<file path="config.mk">
export PLATFORM = sky130hd
export DESIGN_NAME = addressing_cycle_sequencer
export DESIGN_NICKNAME = d
export VERILOG_FILES = /design/src/inc/seq_pkg.sv /design/src/verilog/addressing_cycle_sequencer.sv /design/src/verilog/opcode_decoder.sv
export SDC_FILE = /design/constraint.sdc
export NUM_CORES = 1
export LEC_CHECK = 0
export ABC_AREA = 1
export BUFFER_PORTS_ARGS = -buffer_cell sky130_fd_sc_hd__buf_4
export CAP_MARGIN = 15
export CORE_ASPECT_RATIO = 0.9
export CORE_UTILIZATION = 48
export CTS_BUF_LIST = sky130_fd_sc_hd__clkbuf_2
export DETAILED_ROUTE_END_ITERATION = 6
export PLACE_DENSITY_LB_ADDON = 0.25
export SYNTH_ARGS = -nofsm -noshare
export SYNTH_HDL_FRONTEND = slang
export SYNTH_SLANG_ARGS = --single-unit
</file>
<file path="constraint.sdc">
create_clock -name clk -period 3.3 [get_ports clk]
set_clock_uncertainty 0.15 [all_clocks]
set_input_delay 0.33 -clock clk [delete_from_list [all_inputs] [get_ports clk]]
set_output_delay 0.33 -clock clk [all_outputs]
set_load 0.01 [all_outputs]
</file>
<file path="src/inc/seq_pkg.sv">
package seq_pkg;
  // Instruction length classes the decoder reports
  typedef enum logic [1:0] {
    MODE_IMPLIED   = 2'b00,
    MODE_IMMEDIATE = 2'b01,
    MODE_ABSOLUTE  = 2'b10,
    MODE_STACK     = 2'b11
  } addr_mode_t;

  // Internal register operation classes
  typedef enum logic [2:0] {
    OP_NONE  = 3'b000,
    OP_ADD   = 3'b001,
    OP_LOAD  = 3'b010,
    OP_STORE = 3'b011,
    OP_INX   = 3'b100,
    OP_DEX   = 3'b101,
    OP_TAX   = 3'b110,
    OP_TXA   = 3'b111
  } alu_op_t;

  // Decoded instruction summary
  typedef struct packed {
    addr_mode_t mode;
    alu_op_t    op;
  } decode_t;

  // Memory bus cycle request
  typedef struct packed {
    logic [15:0] addr;
    logic        write;
    logic [7:0]  wdata;
  } bus_cycle_t;

  localparam logic [15:0] PC_RESET   = 16'h0000;
  localparam logic [7:0]  ACC_RESET  = 8'h00;
  localparam logic [7:0]  IDX_RESET  = 8'h00;
  localparam int          ADDRESS_LOW_BYTE_LSB  = 0;
  localparam int          ADDRESS_HIGH_BYTE_LSB = 8;
  localparam int          STACK_EXTRA_CYCLES = 2;

  // Opcode codes, chosen encodings
  localparam logic [7:0] OPC_NOP     = 8'hEA;
  localparam logic [7:0] OPC_INX     = 8'hE8;
  localparam logic [7:0] OPC_DEX     = 8'hCA;
  localparam logic [7:0] OPC_TAX     = 8'hAA;
  localparam logic [7:0] OPC_TXA     = 8'h8A;
  localparam logic [7:0] OPC_CLC     = 8'h18;
  localparam logic [7:0] OPC_SEC     = 8'h38;
  localparam logic [7:0] OPC_ADD_IMM = 8'h69;
  localparam logic [7:0] OPC_LDA_IMM = 8'hA9;
  localparam logic [7:0] OPC_ADD_ABS = 8'h6D;
  localparam logic [7:0] OPC_LDA_ABS = 8'hAD;
  localparam logic [7:0] OPC_STORE_ACCUMULATOR_ABS = 8'h8D;
  localparam logic [7:0] OPC_PUSH    = 8'h48;
endpackage

</file>
<file path="src/verilog/addressing_cycle_sequencer.sv">
`timescale 1ns/1ps
// Overview of operation
// (RQ1) Exactly one memory read or write every clock cycle.
// (RQ2) Effective address is high byte above low byte, sixteen bits.
// (RQ3) First cycle drives PC, reads opcode, increments PC.
// (RQ4) Opcode fetch increment lands in that same cycle.
// (RQ5) Absolute cycle two reads low byte while decoding, advances PC.
// (RQ6) Low byte held while cycle three reads high byte, advances PC.
// (RQ7) Absolute bytes ordered opcode, low byte, high byte.
// (RQ8) Absolute cycle four drives effective address, captures operand, PC unchanged.
// (RQ9) Next opcode fetched while previous arithmetic still computing.
// (RQ10) Following cycle writes result to accumulator while decoding next instruction.
// (RQ11) Every instruction takes at least two cycles.
// (RQ12) Implied instruction is one opcode byte on internal state.
// (RQ13) Non-stack implied instructions take two cycles.
// (RQ14) Implied cycle two reads incremented PC, discards byte, no increment.
// (RQ15) Same address fetched again as next opcode, now incrementing.
// (RQ16) Two-cycle implied group: flags, index steps, transfers, no-op.
// (RQ17) Stack implied operations take more than two cycles.
// (RQ18) Immediate is two bytes; operand in cycle two, next opcode cycle three.
// (RQ19) Write asserted only when a store moves data to the effective address.
module addressing_cycle_sequencer (
  input  wire logic        clk,
  input  wire logic        rstn,
  input  wire logic [7:0]  mem_rdata,
  output logic      [15:0] mem_addr,
  output logic             mem_write,
  output logic      [7:0]  mem_wdata,
  output logic             opcode_fetch,
  output logic      [7:0]  acc,
  output logic      [7:0]  index_x,
  output logic             carry_flag
);
  // Bus cycle currently being issued
  typedef enum logic [2:0] {
    ST_FETCH = 3'b000,
    ST_DEC   = 3'b001,
    ST_HIGH  = 3'b010,
    ST_DATA  = 3'b011,
    ST_STACK = 3'b100
  } state_t;

  state_t             state_r;
  state_t             state_nxt;
  logic [15:0]        pc_r;
  logic [15:0]        pc_nxt;
  logic [7:0]         opcode_r;
  logic [7:0]         address_low_byte_r;
  logic [7:0]         acc_r;
  logic [7:0]         x_r;
  logic               c_r;
  logic [8:0]         sum_r;
  seq_pkg::alu_op_t   pend_op_r;
  logic               pend_valid_r;
  logic [7:0]         pend_data_r;
  logic [1:0]         stack_cnt_r;
  seq_pkg::decode_t   dec;
  seq_pkg::bus_cycle_t bus_r;
  seq_pkg::bus_cycle_t bus_nxt;
  logic               fetch_r;

  opcode_decoder u_dec (
    .opcode (opcode_r),
    .dec    (dec)
  );

  // Address assembly for the bus request; the checks concatenate their own
  function automatic logic [15:0] join_addr(input logic [7:0] hi, input logic [7:0] lo);
    logic [15:0] a;
    a = 16'h0000;
    a[seq_pkg::ADDRESS_HIGH_BYTE_LSB +: 8] = hi;
    a[seq_pkg::ADDRESS_LOW_BYTE_LSB +: 8]  = lo;
    return a;
  endfunction

  // Opcode register: captured on every fetch cycle
  always_ff @(posedge clk or negedge rstn) begin
    if (!rstn) begin
      opcode_r <= seq_pkg::OPC_NOP;
    end else if (state_r == ST_FETCH) begin
      opcode_r <= mem_rdata;
    end
  end

  // Next state and PC; bus always issues one access
  always_comb begin
    state_nxt = state_r;
    pc_nxt    = pc_r;
    bus_nxt   = '{addr: pc_r, write: 1'b0, wdata: acc_r};
    unique case (state_r)
      // (RQ3) fetch and increment
      // (RQ15) refetch now increments
      ST_FETCH: begin
        pc_nxt    = pc_r + 16'h0001;
        state_nxt = ST_DEC;
        bus_nxt.addr = pc_r + 16'h0001;
      end
      // (RQ14) implied and stack discard byte, no increment; immediate and absolute advance
      ST_DEC: begin
        unique case (dec.mode)
          // (RQ12) opcode-only instruction
          // (RQ13) back to fetch
          seq_pkg::MODE_IMPLIED: begin
            state_nxt = ST_FETCH;
          end
          // (RQ18) operand, then fetch
          seq_pkg::MODE_IMMEDIATE: begin
            pc_nxt    = pc_r + 16'h0001;
            state_nxt = ST_FETCH;
            bus_nxt.addr = pc_r + 16'h0001;
          end
          // (RQ5) low byte, advance
          seq_pkg::MODE_ABSOLUTE: begin
            pc_nxt    = pc_r + 16'h0001;
            state_nxt = ST_HIGH;
            bus_nxt.addr = pc_r + 16'h0001;
          end
          seq_pkg::MODE_STACK: begin
            state_nxt = ST_STACK;
          end
        endcase
      end
      // (RQ6) high byte cycle, advance; requests the effective address for the next cycle
      ST_HIGH: begin
        pc_nxt        = pc_r + 16'h0001;
        state_nxt     = ST_DATA;
        bus_nxt.addr  = join_addr(mem_rdata, address_low_byte_r);
        bus_nxt.write = (dec.op == seq_pkg::OP_STORE);
      end
      ST_DATA: begin
        state_nxt = ST_FETCH;
      end
      // (RQ17) stack ops keep reading the PC
      ST_STACK: begin
        if (stack_cnt_r == 2'(seq_pkg::STACK_EXTRA_CYCLES - 1)) begin
          state_nxt = ST_FETCH;
        end
      end
      default: begin
        state_nxt = ST_FETCH;
      end
    endcase
  end

  // Sequencer state
  always_ff @(posedge clk or negedge rstn) begin
    if (!rstn) begin
      state_r <= ST_FETCH;
    end else begin
      state_r <= state_nxt;
    end
  end

  // (RQ4) PC updates within the cycle
  always_ff @(posedge clk or negedge rstn) begin
    if (!rstn) begin
      pc_r <= seq_pkg::PC_RESET;
    end else begin
      pc_r <= pc_nxt;
    end
  end

  // (RQ1) registered bus cycle each edge
  always_ff @(posedge clk or negedge rstn) begin
    if (!rstn) begin
      bus_r   <= '{addr: seq_pkg::PC_RESET, write: 1'b0, wdata: seq_pkg::ACC_RESET};
      fetch_r <= 1'b1;
    end else begin
      bus_r   <= bus_nxt;
      fetch_r <= (state_nxt == ST_FETCH);
    end
  end

  // (RQ6) hold low byte during high fetch
  always_ff @(posedge clk or negedge rstn) begin
    if (!rstn) begin
      address_low_byte_r <= 8'h00;
    end else if (state_r == ST_DEC && dec.mode == seq_pkg::MODE_ABSOLUTE) begin
      address_low_byte_r <= mem_rdata;
    end
  end

  // Stack cycle counter
  always_ff @(posedge clk or negedge rstn) begin
    if (!rstn) begin
      stack_cnt_r <= 2'b00;
    end else if (state_r == ST_STACK) begin
      stack_cnt_r <= stack_cnt_r + 2'b01;
    end else begin
      stack_cnt_r <= 2'b00;
    end
  end

  // (RQ9) operand latched; arithmetic finishes during next fetch
  always_ff @(posedge clk or negedge rstn) begin
    if (!rstn) begin
      pend_valid_r <= 1'b0;
      pend_op_r    <= seq_pkg::OP_NONE;
      pend_data_r  <= 8'h00;
    end else begin
      pend_valid_r <= 1'b0;
      if ((state_r == ST_DEC && dec.mode == seq_pkg::MODE_IMMEDIATE) || state_r == ST_DATA) begin
        pend_valid_r <= (dec.op != seq_pkg::OP_STORE);
        pend_op_r    <= dec.op;
        pend_data_r  <= mem_rdata;
      end else if (state_r == ST_DEC && dec.mode == seq_pkg::MODE_IMPLIED) begin
        pend_valid_r <= 1'b1;
        pend_op_r    <= dec.op;
        pend_data_r  <= 8'h00;
      end
    end
  end

  // Add computed in the overlapped fetch cycle
  always_ff @(posedge clk or negedge rstn) begin
    if (!rstn) begin
      sum_r <= 9'h000;
    end else begin
      sum_r <= {1'b0, acc_r} + {1'b0, pend_data_r} + {8'h00, c_r};
    end
  end

  // Result presence one cycle after compute
  logic             wb_valid_r;
  seq_pkg::alu_op_t wb_op_r;
  logic [7:0]       wb_data_r;
  logic [7:0]       wb_opc_r;
  always_ff @(posedge clk or negedge rstn) begin
    if (!rstn) begin
      wb_valid_r <= 1'b0;
      wb_op_r    <= seq_pkg::OP_NONE;
      wb_data_r  <= 8'h00;
      wb_opc_r   <= seq_pkg::OPC_NOP;
    end else begin
      wb_valid_r <= pend_valid_r;
      wb_op_r    <= pend_op_r;
      wb_data_r  <= pend_data_r;
      wb_opc_r   <= opcode_r;
    end
  end

  // (RQ10) accumulator written in the decode of next instruction
  always_ff @(posedge clk or negedge rstn) begin
    if (!rstn) begin
      acc_r <= seq_pkg::ACC_RESET;
    end else if (wb_valid_r) begin
      unique case (wb_op_r)
        seq_pkg::OP_ADD:  acc_r <= sum_r[7:0];
        seq_pkg::OP_LOAD: acc_r <= wb_data_r;
        seq_pkg::OP_TXA:  acc_r <= x_r;
        default:          acc_r <= acc_r;
      endcase
    end
  end

  // (RQ16) index steps, transfers and flag ops
  always_ff @(posedge clk or negedge rstn) begin
    if (!rstn) begin
      x_r <= seq_pkg::IDX_RESET;
      c_r <= 1'b0;
    end else if (wb_valid_r) begin
      unique case (wb_op_r)
        seq_pkg::OP_INX: x_r <= x_r + 8'h01;
        seq_pkg::OP_DEX: x_r <= x_r - 8'h01;
        seq_pkg::OP_TAX: x_r <= acc_r;
        default:         x_r <= x_r;
      endcase
      if (wb_op_r == seq_pkg::OP_ADD) begin
        c_r <= sum_r[8];
      end else if (wb_opc_r == seq_pkg::OPC_CLC) begin
        c_r <= 1'b0;
      end else if (wb_opc_r == seq_pkg::OPC_SEC) begin
        c_r <= 1'b1;
      end
    end
  end

  assign mem_addr     = bus_r.addr;
  assign mem_write    = bus_r.write;
  assign mem_wdata    = bus_r.wdata;
  assign opcode_fetch = fetch_r;
  assign acc          = acc_r;
  assign index_x      = x_r;
  assign carry_flag   = c_r;

  // Checks
  property p_inc_on_fetch;
    @(posedge clk) disable iff (!rstn) state_r == ST_FETCH |=> pc_r == $past(pc_r) + 16'h0001;
  endproperty
  a_inc_on_fetch: assert property (p_inc_on_fetch) else $error("pc not incremented on fetch"); // RQ3
  property p_addr_is_pc;
    @(posedge clk) disable iff (!rstn) opcode_fetch |-> mem_addr == pc_r;
  endproperty
  a_addr_is_pc: assert property (p_addr_is_pc) else $error("fetch address not pc"); // RQ4
  property p_impl_hold;
    @(posedge clk) disable iff (!rstn)
      state_r == ST_DEC && dec.mode == seq_pkg::MODE_IMPLIED |=> pc_r == $past(pc_r) && state_r == ST_FETCH;
  endproperty
  a_impl_hold: assert property (p_impl_hold) else $error("implied decode moved pc"); // RQ14
  property p_abs_seq;
    @(posedge clk) disable iff (!rstn)
      state_r == ST_DEC && dec.mode == seq_pkg::MODE_ABSOLUTE |=> state_r == ST_HIGH ##1 state_r == ST_DATA;
  endproperty
  a_abs_seq: assert property (p_abs_seq) else $error("absolute sequence broken"); // RQ7
  property p_ea;
    @(posedge clk) disable iff (!rstn)
      state_r == ST_HIGH |=> mem_addr == {$past(mem_rdata), $past(address_low_byte_r)};
  endproperty
  a_ea: assert property (p_ea) else $error("effective address wrong"); // RQ2
  property p_data_pc;
    @(posedge clk) disable iff (!rstn) state_r == ST_DATA |=> pc_r == $past(pc_r);
  endproperty
  a_data_pc: assert property (p_data_pc) else $error("pc moved in data cycle"); // RQ8
  property p_write_only_store;
    @(posedge clk) disable iff (!rstn) mem_write |-> state_r == ST_DATA && dec.op == seq_pkg::OP_STORE;
  endproperty
  a_write_only_store: assert property (p_write_only_store) else $error("stray write"); // RQ19
  property p_min_two;
    @(posedge clk) disable iff (!rstn) state_r == ST_FETCH |=> state_r != ST_FETCH;
  endproperty
  a_min_two: assert property (p_min_two) else $error("instruction shorter than two cycles"); // RQ11
  property p_stack_long;
    @(posedge clk) disable iff (!rstn)
      state_r == ST_DEC && dec.mode == seq_pkg::MODE_STACK |=> (state_r == ST_STACK)[*2];
  endproperty
  a_stack_long: assert property (p_stack_long) else $error("stack op too short"); // RQ17
endmodule

</file>
<file path="src/verilog/opcode_decoder.sv">
`timescale 1ns/1ps
// Pure combinational opcode classifier
module opcode_decoder (
  input  wire logic [7:0]      opcode,
  output seq_pkg::decode_t     dec
);
  // Unknown codes fall back to a two-cycle no-op
  always_comb begin
    dec.mode = seq_pkg::MODE_IMPLIED;
    dec.op   = seq_pkg::OP_NONE;
    unique case (opcode)
      seq_pkg::OPC_INX:     dec.op = seq_pkg::OP_INX;
      seq_pkg::OPC_DEX:     dec.op = seq_pkg::OP_DEX;
      seq_pkg::OPC_TAX:     dec.op = seq_pkg::OP_TAX;
      seq_pkg::OPC_TXA:     dec.op = seq_pkg::OP_TXA;
      seq_pkg::OPC_ADD_IMM: begin
        dec.mode = seq_pkg::MODE_IMMEDIATE;
        dec.op   = seq_pkg::OP_ADD;
      end
      seq_pkg::OPC_LDA_IMM: begin
        dec.mode = seq_pkg::MODE_IMMEDIATE;
        dec.op   = seq_pkg::OP_LOAD;
      end
      seq_pkg::OPC_ADD_ABS: begin
        dec.mode = seq_pkg::MODE_ABSOLUTE;
        dec.op   = seq_pkg::OP_ADD;
      end
      seq_pkg::OPC_LDA_ABS: begin
        dec.mode = seq_pkg::MODE_ABSOLUTE;
        dec.op   = seq_pkg::OP_LOAD;
      end
      seq_pkg::OPC_STORE_ACCUMULATOR_ABS: begin
        dec.mode = seq_pkg::MODE_ABSOLUTE;
        dec.op   = seq_pkg::OP_STORE;
      end
      seq_pkg::OPC_PUSH:    dec.mode = seq_pkg::MODE_STACK;
      default: begin
        dec.mode = seq_pkg::MODE_IMPLIED;
        dec.op   = seq_pkg::OP_NONE;
      end
    endcase
  end
endmodule

</file>
==> run_results.csv, run 1 <==
group,metric,value,unit
global_routing,antenna_found_initial,0,
synthesis,ys_types,36,
timing,finalCriticalPeriod,2.76,ns
global_routing,grt_max_degree,39,
synthesis,synth.avg_cell_area,8.17,sq um
finish,area_growth,14.8,%
detailed_routing,drt-total-wl,15400,um
clock_network,cts_buffers,17,
synthesis,synth_edf_count,0,
min_path,min_path_type,"flip-flop to flip-flop",
critical_path,crit_path_max_fanout,11,
place,dpl-instance-area,6710,sq um
detailed_routing,final_antenna_net_count,0,
clock_network,clockBufferDepth,2,
critical_path,path_cells,"inv_1 > nor2_1 > nand2_1 > o21ai_0 > a31oi_1 > ha_1 > inv_1 > nand2_1 > inv_1 > nand2_1 > nand2_1 > nor2_1 > nand2_1",
timing,max_freq,362,MHz
synthesis,synth_top_area_cell,"dfrtp_1",
place,place_congestion,0.966,
min_path,min_from,"pend_valid_r$_DFF_PN0_",
timing,setup_violations,0,
synthesis,synth_nets,787,
clock_network,tritoncts,"done",
synthesis,postSynthCellCount,757,
timing,rsz0062_at_grt,"no",
clock_network,post_cts_buffers,0,
timing,drv_slew,0,
floorplan,start_util,50.2,%
timing,max_slew.worst_pin.slew,0.477,ns
critical_path,worstSetupPathType,"flip-flop to flip-flop",
critical_path,start_kind,"flip-flop",
synthesis,synth.area.top_cells,"dfrtp_1 44%, nand2_1 12%, nand3_1 6.6%",
global_routing,grt_pass1_wl,25500,um
detailed_routing,wl_per_cell,15.5,um
place,portBuffers,52,
clock_network,clock-sinks,121,
global_routing,grt_pass1_vias,5153,
power,peakVddDrop,0.000401,V
power,power_density,749,nW/um^2
power,p_leak,3.59,nW
synthesis,synth_most_common_cell,"nand2_1",
timing,hold_ws,0.228,ns
finish,diodes,0,
synthesis,ys_ff_latch,121,
critical_path,cp-startpoint,"opcode_r[6]$_DFFE_PN1P_",
finish,seq_area,3040,sq um
finish,final_net_count,854,
clock_network,clk_latency,0.69,ns
critical_path,crit_arrival,3.23,ns
clock_network,htreeDepth,4,
place,dp_slack,0.589,ns
critical_path,slowest_delay,0.57,ns
clock_network,clockRootBuffer,"clkbuf_2",
place,hpwl,11300,um
floorplan,row_count,38,
floorplan,die_x,122,um
synthesis,synth_commonest_cells,"190 x nand2_1, 110 x dfrtp_1, 101 x inv_1, 81 x nand3_1, 58 x nor2_1",
run_status,status,"complete, no violations",
synthesis,synth_top_flop_cell,"dfrtp_1",
detailed_routing,drc_errors,0,
critical_path,critPathCaptureType,"flip-flop",
floorplan,dieHeight,110,um
timing,tns,0,ns
floorplan,die_area,13300,sq um
floorplan,core,12300,sq um
critical_path,cp_top_family,"simple AND/OR/NAND/NOR gates",
detailed_routing,viasPerCell,5.37,
critical_path,rr_worst_depth,13,
timing,final.period_utilization,83.6,%
synthesis,ys_warn_count,0,
finish,utilization,57.7,%
critical_path,crit_top_cell,"nand2_1",
finish,fillers,1116,
synthesis,synth_seq_area_share,49.2,%
power,finalPower,5.32,mW
timing,slew_headroom,68.2,%
job,max_cap_viol_count,0,
synthesis,synth_top_area_share,44.5,%
floorplan,ioPinCount,53,
clock_network,cts_hold_buffers,11,
timing,postLayoutSetupSlackWorst,0.541,ns
finish,stdcell_area,7100,sq um
clock_network,cts_resized,0,
finish,final_cell_count_no_fill,997,
synthesis,synth_area,6190,sq um
min_path,min_path_cells,0,
detailed_routing,drt_first_pass_iters,5,
finish,multi_input_area,2610,sq um
global_routing,grt_usage,25.5,%
detailed_routing,drtIter0Drc,390,
global_routing,grt_remaining_overflow,0,
critical_path,crit_path_top_delay_cell,"dfstp_2",
clock_network,clk_pin_slew,0.16,ns
synthesis,synthArstFlopShare,100,%
timing,hold_violations,0,
detailed_routing,vias,5354,
finish,drive_above_1_share,14.2,%
place,placed_cells,954,
critical_path,critPathBufInv,3,
critical_path,cp.depth,13,
critical_path,worst_ep_required_time,3.77,ns
critical_path,r2r-start,"opcode_r[6]$_DFFE_PN1P_",
==> kinds of logic after synthesis <==
family	share of synthesized area, %
buffers and inverters	8.62
adder cells (fa/ha/maj)	4.41
flip-flops	49.2
XOR/XNOR	1.84
AND/OR/NAND/NOR	25.5
AO/OA/AOI/OAI	10.5
==> path summary, 6_finish.rpt <==
| check | end | slack, ns |
|---|---|---|
| min | wb_valid_r$_DFF_PN0_ | 0.23 |
| max | mem_addr[12]$_DFF_PN0_ | 0.54 |
| min in group asynchronous | pc_r[13]$_DFFE_PN0P_ | 0.57 |
| max reg2reg | mem_addr[12]$_DFF_PN0_ | 0.54 |
| max in group asynchronous | opcode_fetch$_DFF_PN1_ | 2.01 |
| min reg2reg | wb_valid_r$_DFF_PN0_ | 0.23 |
==> per-layer routing <==
metal	part of all wire (%)	track usage, %	vias to the layer above	routed length [um]
met5	0	0	-	0
met4	1.3	8.11	0	205
met3	5.9	5.96	18	914
met2	46	40.1	180	7100
met1	47	35.0	2554	7210
li1	-	-	2602	-
==> placed cells by master, fill, tap and decap left out, types with 2 or more instances in the layout <==
| master | count |
|---|---|
| clkinv_2 | 2 |
| dlygate4sd3_1 | 10 |
| nor2_2 | 2 |
| o22ai_1 | 14 |
| buf_4 | 63 |
| nor3_1 | 7 |
| nand2_1 | 190 |
| clkinv_1 | 5 |
| nand4_1 | 15 |
| o21ai_2 | 8 |
| a21oi_1 | 34 |
| bufinv_16 | 5 |
| fa_1 | 3 |
| o2111ai_1 | 3 |
| o21ai_0 | 38 |
| o211ai_1 | 5 |
| a31oi_1 | 2 |
| nand3b_1 | 5 |
| dfstp_2 | 11 |
| nor2_1 | 58 |
| clkbuf_2 | 20 |
| ha_1 | 17 |
| nand3_2 | 2 |
| xor2_1 | 8 |
| inv_1 | 101 |
| o21bai_1 | 2 |
| or2_2 | 2 |
| nand3_1 | 81 |
| dfrtp_1 | 110 |
| xnor2_1 | 5 |
==> flip-flops by register name, indices dropped and copies added (netlist names), 8 cells and up <==
register / cells
sum_r: 9
mem_wdata: 8
opcode_r: 8
index_x: 8
wb_data_r: 8
wb_opc_r: 8
pc_r: 16
address_low_byte_r: 8
acc: 8
mem_addr: 16
pend_data_r: 8
==> where the power goes <==
| group | internal (mW) | total [mW] | switching [mW] |
|---|---|---|---|
| Combinational | 0.757 | 1.86 | 1.10 |
| Clock | 0.569 | 1.12 | 0.547 |
| Sequential | 1.97 | 2.35 | 0.373 |
==> cell type report <==
class	count	area share [%]
tap	160	2.82
clock buffer	20	1.41
sequential	121	42.8
multi-input combinational	509	36.8
inverter	101	5.34
timing repair buffer	74	8.35
clock inverter	12	2.52
No activity file was read; power rests on OpenSTA's default activity.
==> run 2: changes to the inputs <==
==> constraint.sdc (replaced) <==
create_clock -name clk -period 2.25 [get_ports clk]
set_clock_uncertainty 0.15 [all_clocks]
set_input_delay 0.225 -clock clk [delete_from_list [all_inputs] [get_ports clk]]
set_output_delay 0.225 -clock clk [all_outputs]
set_load 0.01 [all_outputs]
==> run_results.csv, run 2 (same netlist as run 1, synthesis figures left out) <==
group,metric,value,unit
clock_network,clk_latency,0.69,ns
timing,max_slew.worst_pin.slew,0.637,ns
detailed_routing,drt_first_pass_iters,5,
clock_network,htreeDepth,4,
finish,drive_above_1_share,21.1,%
timing,rsz0062_at_grt,"yes",
global_routing,grt_usage,25.5,%
global_routing,grt_pass1_wl,25500,um
run_status,violations,"negative setup slack",
clock_network,cts_buffers,17,
power,p_seq_share,43.1,%
clock_network,clockBufferDepth,2,
detailed_routing,vias,5438,
finish,final_net_count,886,
global_routing,grt_use_met1,35.3,%
floorplan,start_util,50.2,%
place,hpwl,11300,um
critical_path,critPathCaptureType,"flip-flop",
critical_path,crit_top_cell,"nand2_2",
min_path,min_from,"mem_rdata[2]",
detailed_routing,wl_per_cell,15.3,um
critical_path,crit_path_top_delay_cell,"dfstp_2",
global_routing,use_met2,39.4,%
floorplan,die_x,122,um
critical_path,worst_ep_required_time,2.69,ns
global_routing,gr-max-usage-layer,"met2",
place,placed_cells,979,
critical_path,r2r-start,"opcode_r[3]$_DFFE_PN1P_",
power,swShare,38.7,%
floorplan,dieHeight,110,um
critical_path,reg2reg_to,"mem_addr[12]$_DFF_PN0_",
power,p_leak,3.76,nW
critical_path,worstSetupPathType,"flip-flop to flip-flop",
run_status,status,"finished with violations",
floorplan,row_count,38,
critical_path,start_kind,"flip-flop",
critical_path,path_cells,"nand2_2 > nor3_4 > buf_4 > a31oi_4 > ha_4 > inv_4 > nand2_2 > inv_2 > nand2_2 > nand2_1 > nor2_1 > nand2_1",
finish,diodes,0,
power,combinationalPowerShare,37.8,%
clock_network,clockRootBuffer,"clkbuf_2",
critical_path,slowest_delay,0.59,ns
global_routing,antenna_found_initial,0,
timing,max_freq,444,MHz
clock_network,tritoncts,"done",
critical_path,rr_worst_depth,12,
power,internal-power,4.89,mW
global_routing,grt_pass1_vias,5126,
finish,final_cell_count_no_fill,1027,
timing,hold_violations,0,
timing,drv_slew,0,
clock_network,clock-sinks,121,
timing,setup_violations,1,
place,dp_slack,-0.0511,ns
place,portBuffers,52,
clock_network,clk_pin_slew,0.17,ns
floorplan,ioPinCount,53,
timing,final.period_utilization,100,%
finish,seq_area,3040,sq um
detailed_routing,drc_errors,0,
finish,area_growth,21.0,%
global_routing,grt_use_met3,5.71,%
finish,fillers,1086,
detailed_routing,final_antenna_net_count,0,
power,p_sw,3.08,mW
detailed_routing,viasPerCell,5.30,
timing,hold_ws,0.169,ns
timing,slew_headroom,57.6,%
critical_path,crit_arrival,2.69,ns
place,place_congestion,0.943,
power,finalPower,7.97,mW
detailed_routing,drtIter0Drc,332,
min_path,min_path_type,"input port to flip-flop",
power,power_density,1060,nW/um^2
timing,finalCriticalPeriod,2.25,ns
power,peakVddDrop,0.000741,V
finish,final_common_cell,"nand2_1",
min_path,min_path_cells,4,
min_path,min_to,"opcode_r[2]$_DFFE_PN0P_",
power,pwr-share-clk,19.0,%
floorplan,die_area,13300,sq um
global_routing,grt_max_degree,122,
finish,multi_input_area,2740,sq um
critical_path,crit_path_max_fanout,7,
finish,final_cell_mix,"182 x nand2_1, 110 x dfrtp_1, 94 x inv_1",
job,max_cap_viol_count,0,
detailed_routing,drt-total-wl,15700,um
global_routing,grt_remaining_overflow,0,
floorplan,core,12300,sq um
critical_path,r2r_slack,-0.003,ns
timing,postLayoutSetupSlackWorst,-0.00308,ns
[run 2: cell types whose count changed in the layout (fill, tap and decap cells not counted), moves of 4 or more]
cell,change
buf_4,+26
buf_6,+4
inv_1,-7
inv_2,+6
nand2_1,-8
nand2_2,+8
nor2_1,-6
nor2_2,+4
[run 2: how the worst max path moves through the flow]
stage,from,endpoint,slack [ns],cells after the start
after floorplan,opcode_r[1]$_DFFE_PN1P_,mem_addr[2]$_DFF_PN0_,0.002,11
after global placement,opcode_r[5]$_DFFE_PN1P_,mem_addr[2]$_DFF_PN0_,0.03,9
after detailed placement,opcode_r[3]$_DFFE_PN1P_,mem_addr[2]$_DFF_PN0_,-0.05,9
after CTS,opcode_r[3]$_DFFE_PN1P_,mem_addr[12]$_DFF_PN0_,0.005,15
after global routing,opcode_r[7]$_DFFE_PN1P_,pend_data_r[4]$_DFFE_PN0P_,-0.10,12
final,opcode_r[3]$_DFFE_PN1P_,mem_addr[12]$_DFF_PN0_,-0.003,12
[run 2: routing by layer]
metal  vias up  routed length [um]
met4         0                 241
met1      2590                7480
met5         -                   0
met3        25                 768
met2       157                7250
li1       2666                   -
[run 2: layout make-up]
type,count,area share (%)
Clock buffer,19,1.27
Timing Repair Buffer,106,11.7
Sequential cell,121,40.6
Multi-Input combinational cell,509,36.6
Clock inverter,11,2.07
Inverter,101,5.10
Tap cell,160,2.67
[run 2: what timing repair did]
item | CTS | global route
hold buffers | 10 | 0
pin swaps | 3 | 14
endpoints found under the hold margin | 153 | 0
resized for setup | 5 | 38
cloned | 0 | 3
buffers inserted | 0 | 5
endpoints found under the setup margin | 17 | 47
[run 2: power groups by stage]
stage	clock [mW]	sequential (mW)	combinational [mW]
final	1.51	3.44	3.02
after global routing	1.63	3.53	3.37
after CTS	1.54	3.42	2.92
after detailed placement	0	3.46	2.87
after global placement	0	3.44	2.80
after floorplan	0	3.42	1.79
[run 2: critical path: cells and delay by family, from the launching register on]
family / cells / cell delay, ns
simple gates: 7 / 0.70
flops: 1 / 0.59
compound gates: 1 / 0.09
fa+ha+maj: 1 / 0.34
buf+inv: 3 / 0.29
[run 2: stage by stage]
step                       TNS, ns  instance area (sq um)  util (%)
after floorplan                  0                   6230         -
after global placement           0                   6920      56.2
after detailed placement    -0.224                   6920      56.2
after CTS                        0                   7300      59.3
after global routing         -1.56                   7490      60.8
final                     -0.00308                   7490      60.8
==> run 3: changes to the inputs <==
--- a/config.mk
+++ b/config.mk
@@ -13,6 +13,7 @@
 export CTS_BUF_LIST = sky130_fd_sc_hd__clkbuf_2
 export DETAILED_ROUTE_END_ITERATION = 6
 export PLACE_DENSITY_LB_ADDON = 0.25
+export SKIP_LAST_GASP = 1
 export SYNTH_ARGS = -nofsm -noshare
 export SYNTH_HDL_FRONTEND = slang
 export SYNTH_SLANG_ARGS = --single-unit
==> run_results.csv, run 3 (same netlist as run 1, synthesis figures left out) <==
group,metric,value,unit
run_status,status,"complete, no violations",
global_routing,grt_remaining_overflow,0,
power,peakVddDrop,0.000742,V
min_path,min_path_cells,4,
clock_network,cts_buffers,17,
detailed_routing,final_antenna_net_count,0,
timing,slew_headroom,57.6,%
timing,drv_slew,0,
critical_path,r2r_slack,0.009,ns
place,place_congestion,0.943,
floorplan,die_area,13300,sq um
finish,area_growth,21.1,%
clock_network,clk_pin_slew,0.18,ns
finish,final_cell_mix,"182 x nand2_1, 110 x dfrtp_1, 94 x inv_1",
critical_path,critPathCaptureType,"flip-flop",
finish,utilization,60.8,%
place,hpwl,11300,um
timing,setup_violations,0,
timing,max_freq,446,MHz
detailed_routing,viasPerCell,5.29,
finish,drive_above_1_share,21.1,%
floorplan,ioPinCount,53,
place,placed_cells,979,
clock_network,clockBufferDepth,2,
global_routing,grt_max_degree,122,
timing,rsz0062_at_grt,"yes",
critical_path,rr_worst_depth,12,
detailed_routing,drt_first_pass_iters,6,
finish,stdcell_area,7490,sq um
global_routing,antenna_found_initial,0,
floorplan,core,12300,sq um
finish,diodes,0,
timing,hold_violations,0,
clock_network,tritoncts,"done",
min_path,min_to,"opcode_r[2]$_DFFE_PN0P_",
timing,final.period_utilization,99.6,%
floorplan,row_count,38,
min_path,min_path_type,"input port to flip-flop",
detailed_routing,vias,5435,
detailed_routing,drtIter0Drc,311,
power,finalPower,7.96,mW
finish,final_cell_count_no_fill,1027,
power,power_density,1060,nW/um^2
floorplan,dieHeight,110,um
critical_path,worstSetupPathType,"flip-flop to flip-flop",
timing,finalCriticalPeriod,2.24,ns
global_routing,grt_usage,25.6,%
power,p_leak,3.76,nW
critical_path,crit_arrival,2.69,ns
detailed_routing,wl_per_cell,15.3,um
place,portBuffers,52,
critical_path,worst_ep_required_time,2.70,ns
clock_network,clk_latency,0.69,ns
timing,max_slew.worst_pin.slew,0.636,ns
finish,final_net_count,886,
critical_path,reg2reg_to,"mem_addr[12]$_DFF_PN0_",
clock_network,clock-sinks,121,
job,max_cap_viol_count,0,
clock_network,clockRootBuffer,"clkbuf_2",
floorplan,start_util,50.2,%
critical_path,crit_path_max_fanout,7,
finish,fillers,1085,
finish,final_common_cell,"nand2_1",
min_path,min_from,"mem_rdata[2]",
critical_path,start_kind,"flip-flop",
critical_path,r2r-start,"opcode_r[3]$_DFFE_PN1P_",
place,dpl-instance-area,6920,sq um
detailed_routing,drt-total-wl,15700,um
detailed_routing,drc_errors,0,
global_routing,grt_pass1_wl,25500,um
floorplan,die_x,122,um
clock_network,htreeDepth,4,
global_routing,grt_pass1_vias,5126,
[run 3: cell counts in the layout (fill, tap and decap cells not counted)]
No cell type changed its count.
[run 3: timing repair]
item | in CTS | in global routing
endpoints found under the setup margin | 17 | 47
hold buffers | 10 | 0
pin swaps | 3 | 13
gates cloned | 0 | 3
resized for setup | 4 | 40
setup buffers | 0 | 5
hold endpoints to repair | 153 | 0
[run 3: report_power, final]
group / total, mW / internal (mW) / switching, mW
logic: 3.02 / 1.29 / 1.73
clock network: 1.51 / 0.711 / 0.798
registers: 3.44 / 2.89 / 0.544
total: 7.96 / 4.89 / 3.08
[run 3: area by class of cell]
cell class	count	area, sq um	area share (%)
Clock inverter	11	155	2.07
Tap cell	160	200	2.67
Multi-Input combinational cell	509	2750	36.6
Timing Repair Buffer	106	873	11.7
Inverter	101	382	5.09
Clock buffer	19	95.1	1.27
Sequential cell	121	3040	40.6
[run 3: worst max-delay path: stages (launching register included)]
cell and delay [ns]:
dfstp_2 0.59, nand2_2 0.09, nor3_4 0.21, buf_4 0.16, a31oi_4 0.09, ha_4 0.34
inv_4 0.07, nand2_2 0.10, inv_2 0.06, nand2_2 0.06, nand2_1 0.06, nor2_1 0.12
nand2_1 0.06
[run 3: through the flow]
step / worst slack [ns] / hold slack [ns] / setup TNS, ns
global route: -0.110 / 0.0993 / -1.59
finish: 0.00926 / 0.170 / 0
global placement: 0.0321 / 0.184 / 0
floorplan: 0.00165 / -0.221 / 0
detailed placement: -0.0511 / 0.186 / -0.224
CTS: -0.00459 / 0.105 / -0.00459
[run 3: routing by layer]
metal,part of all wire [%],GRT usage [%],routed length (um)
met5,0,0,0
met1,47,35.3,7370
met2,46,39.4,7270
met4,1.5,9.61,238
met3,5.5,5.71,862
[run 3: worst max-delay path by stage]
stage / startpoint / to / slack, ns / depth (start not counted)
floorplan: opcode_r[1]$_DFFE_PN1P_ / mem_addr[2]$_DFF_PN0_ / 0.002 / 11
global placement: opcode_r[5]$_DFFE_PN1P_ / mem_addr[2]$_DFF_PN0_ / 0.03 / 9
detailed placement: opcode_r[3]$_DFFE_PN1P_ / mem_addr[2]$_DFF_PN0_ / -0.05 / 9
CTS: opcode_r[7]$_DFFE_PN1P_ / pend_data_r[5]$_DFFE_PN0P_ / -0.005 / 12
global route: opcode_r[7]$_DFFE_PN1P_ / pend_data_r[4]$_DFFE_PN0P_ / -0.11 / 12
finish: opcode_r[3]$_DFFE_PN1P_ / mem_addr[12]$_DFF_PN0_ / 0.009 / 12
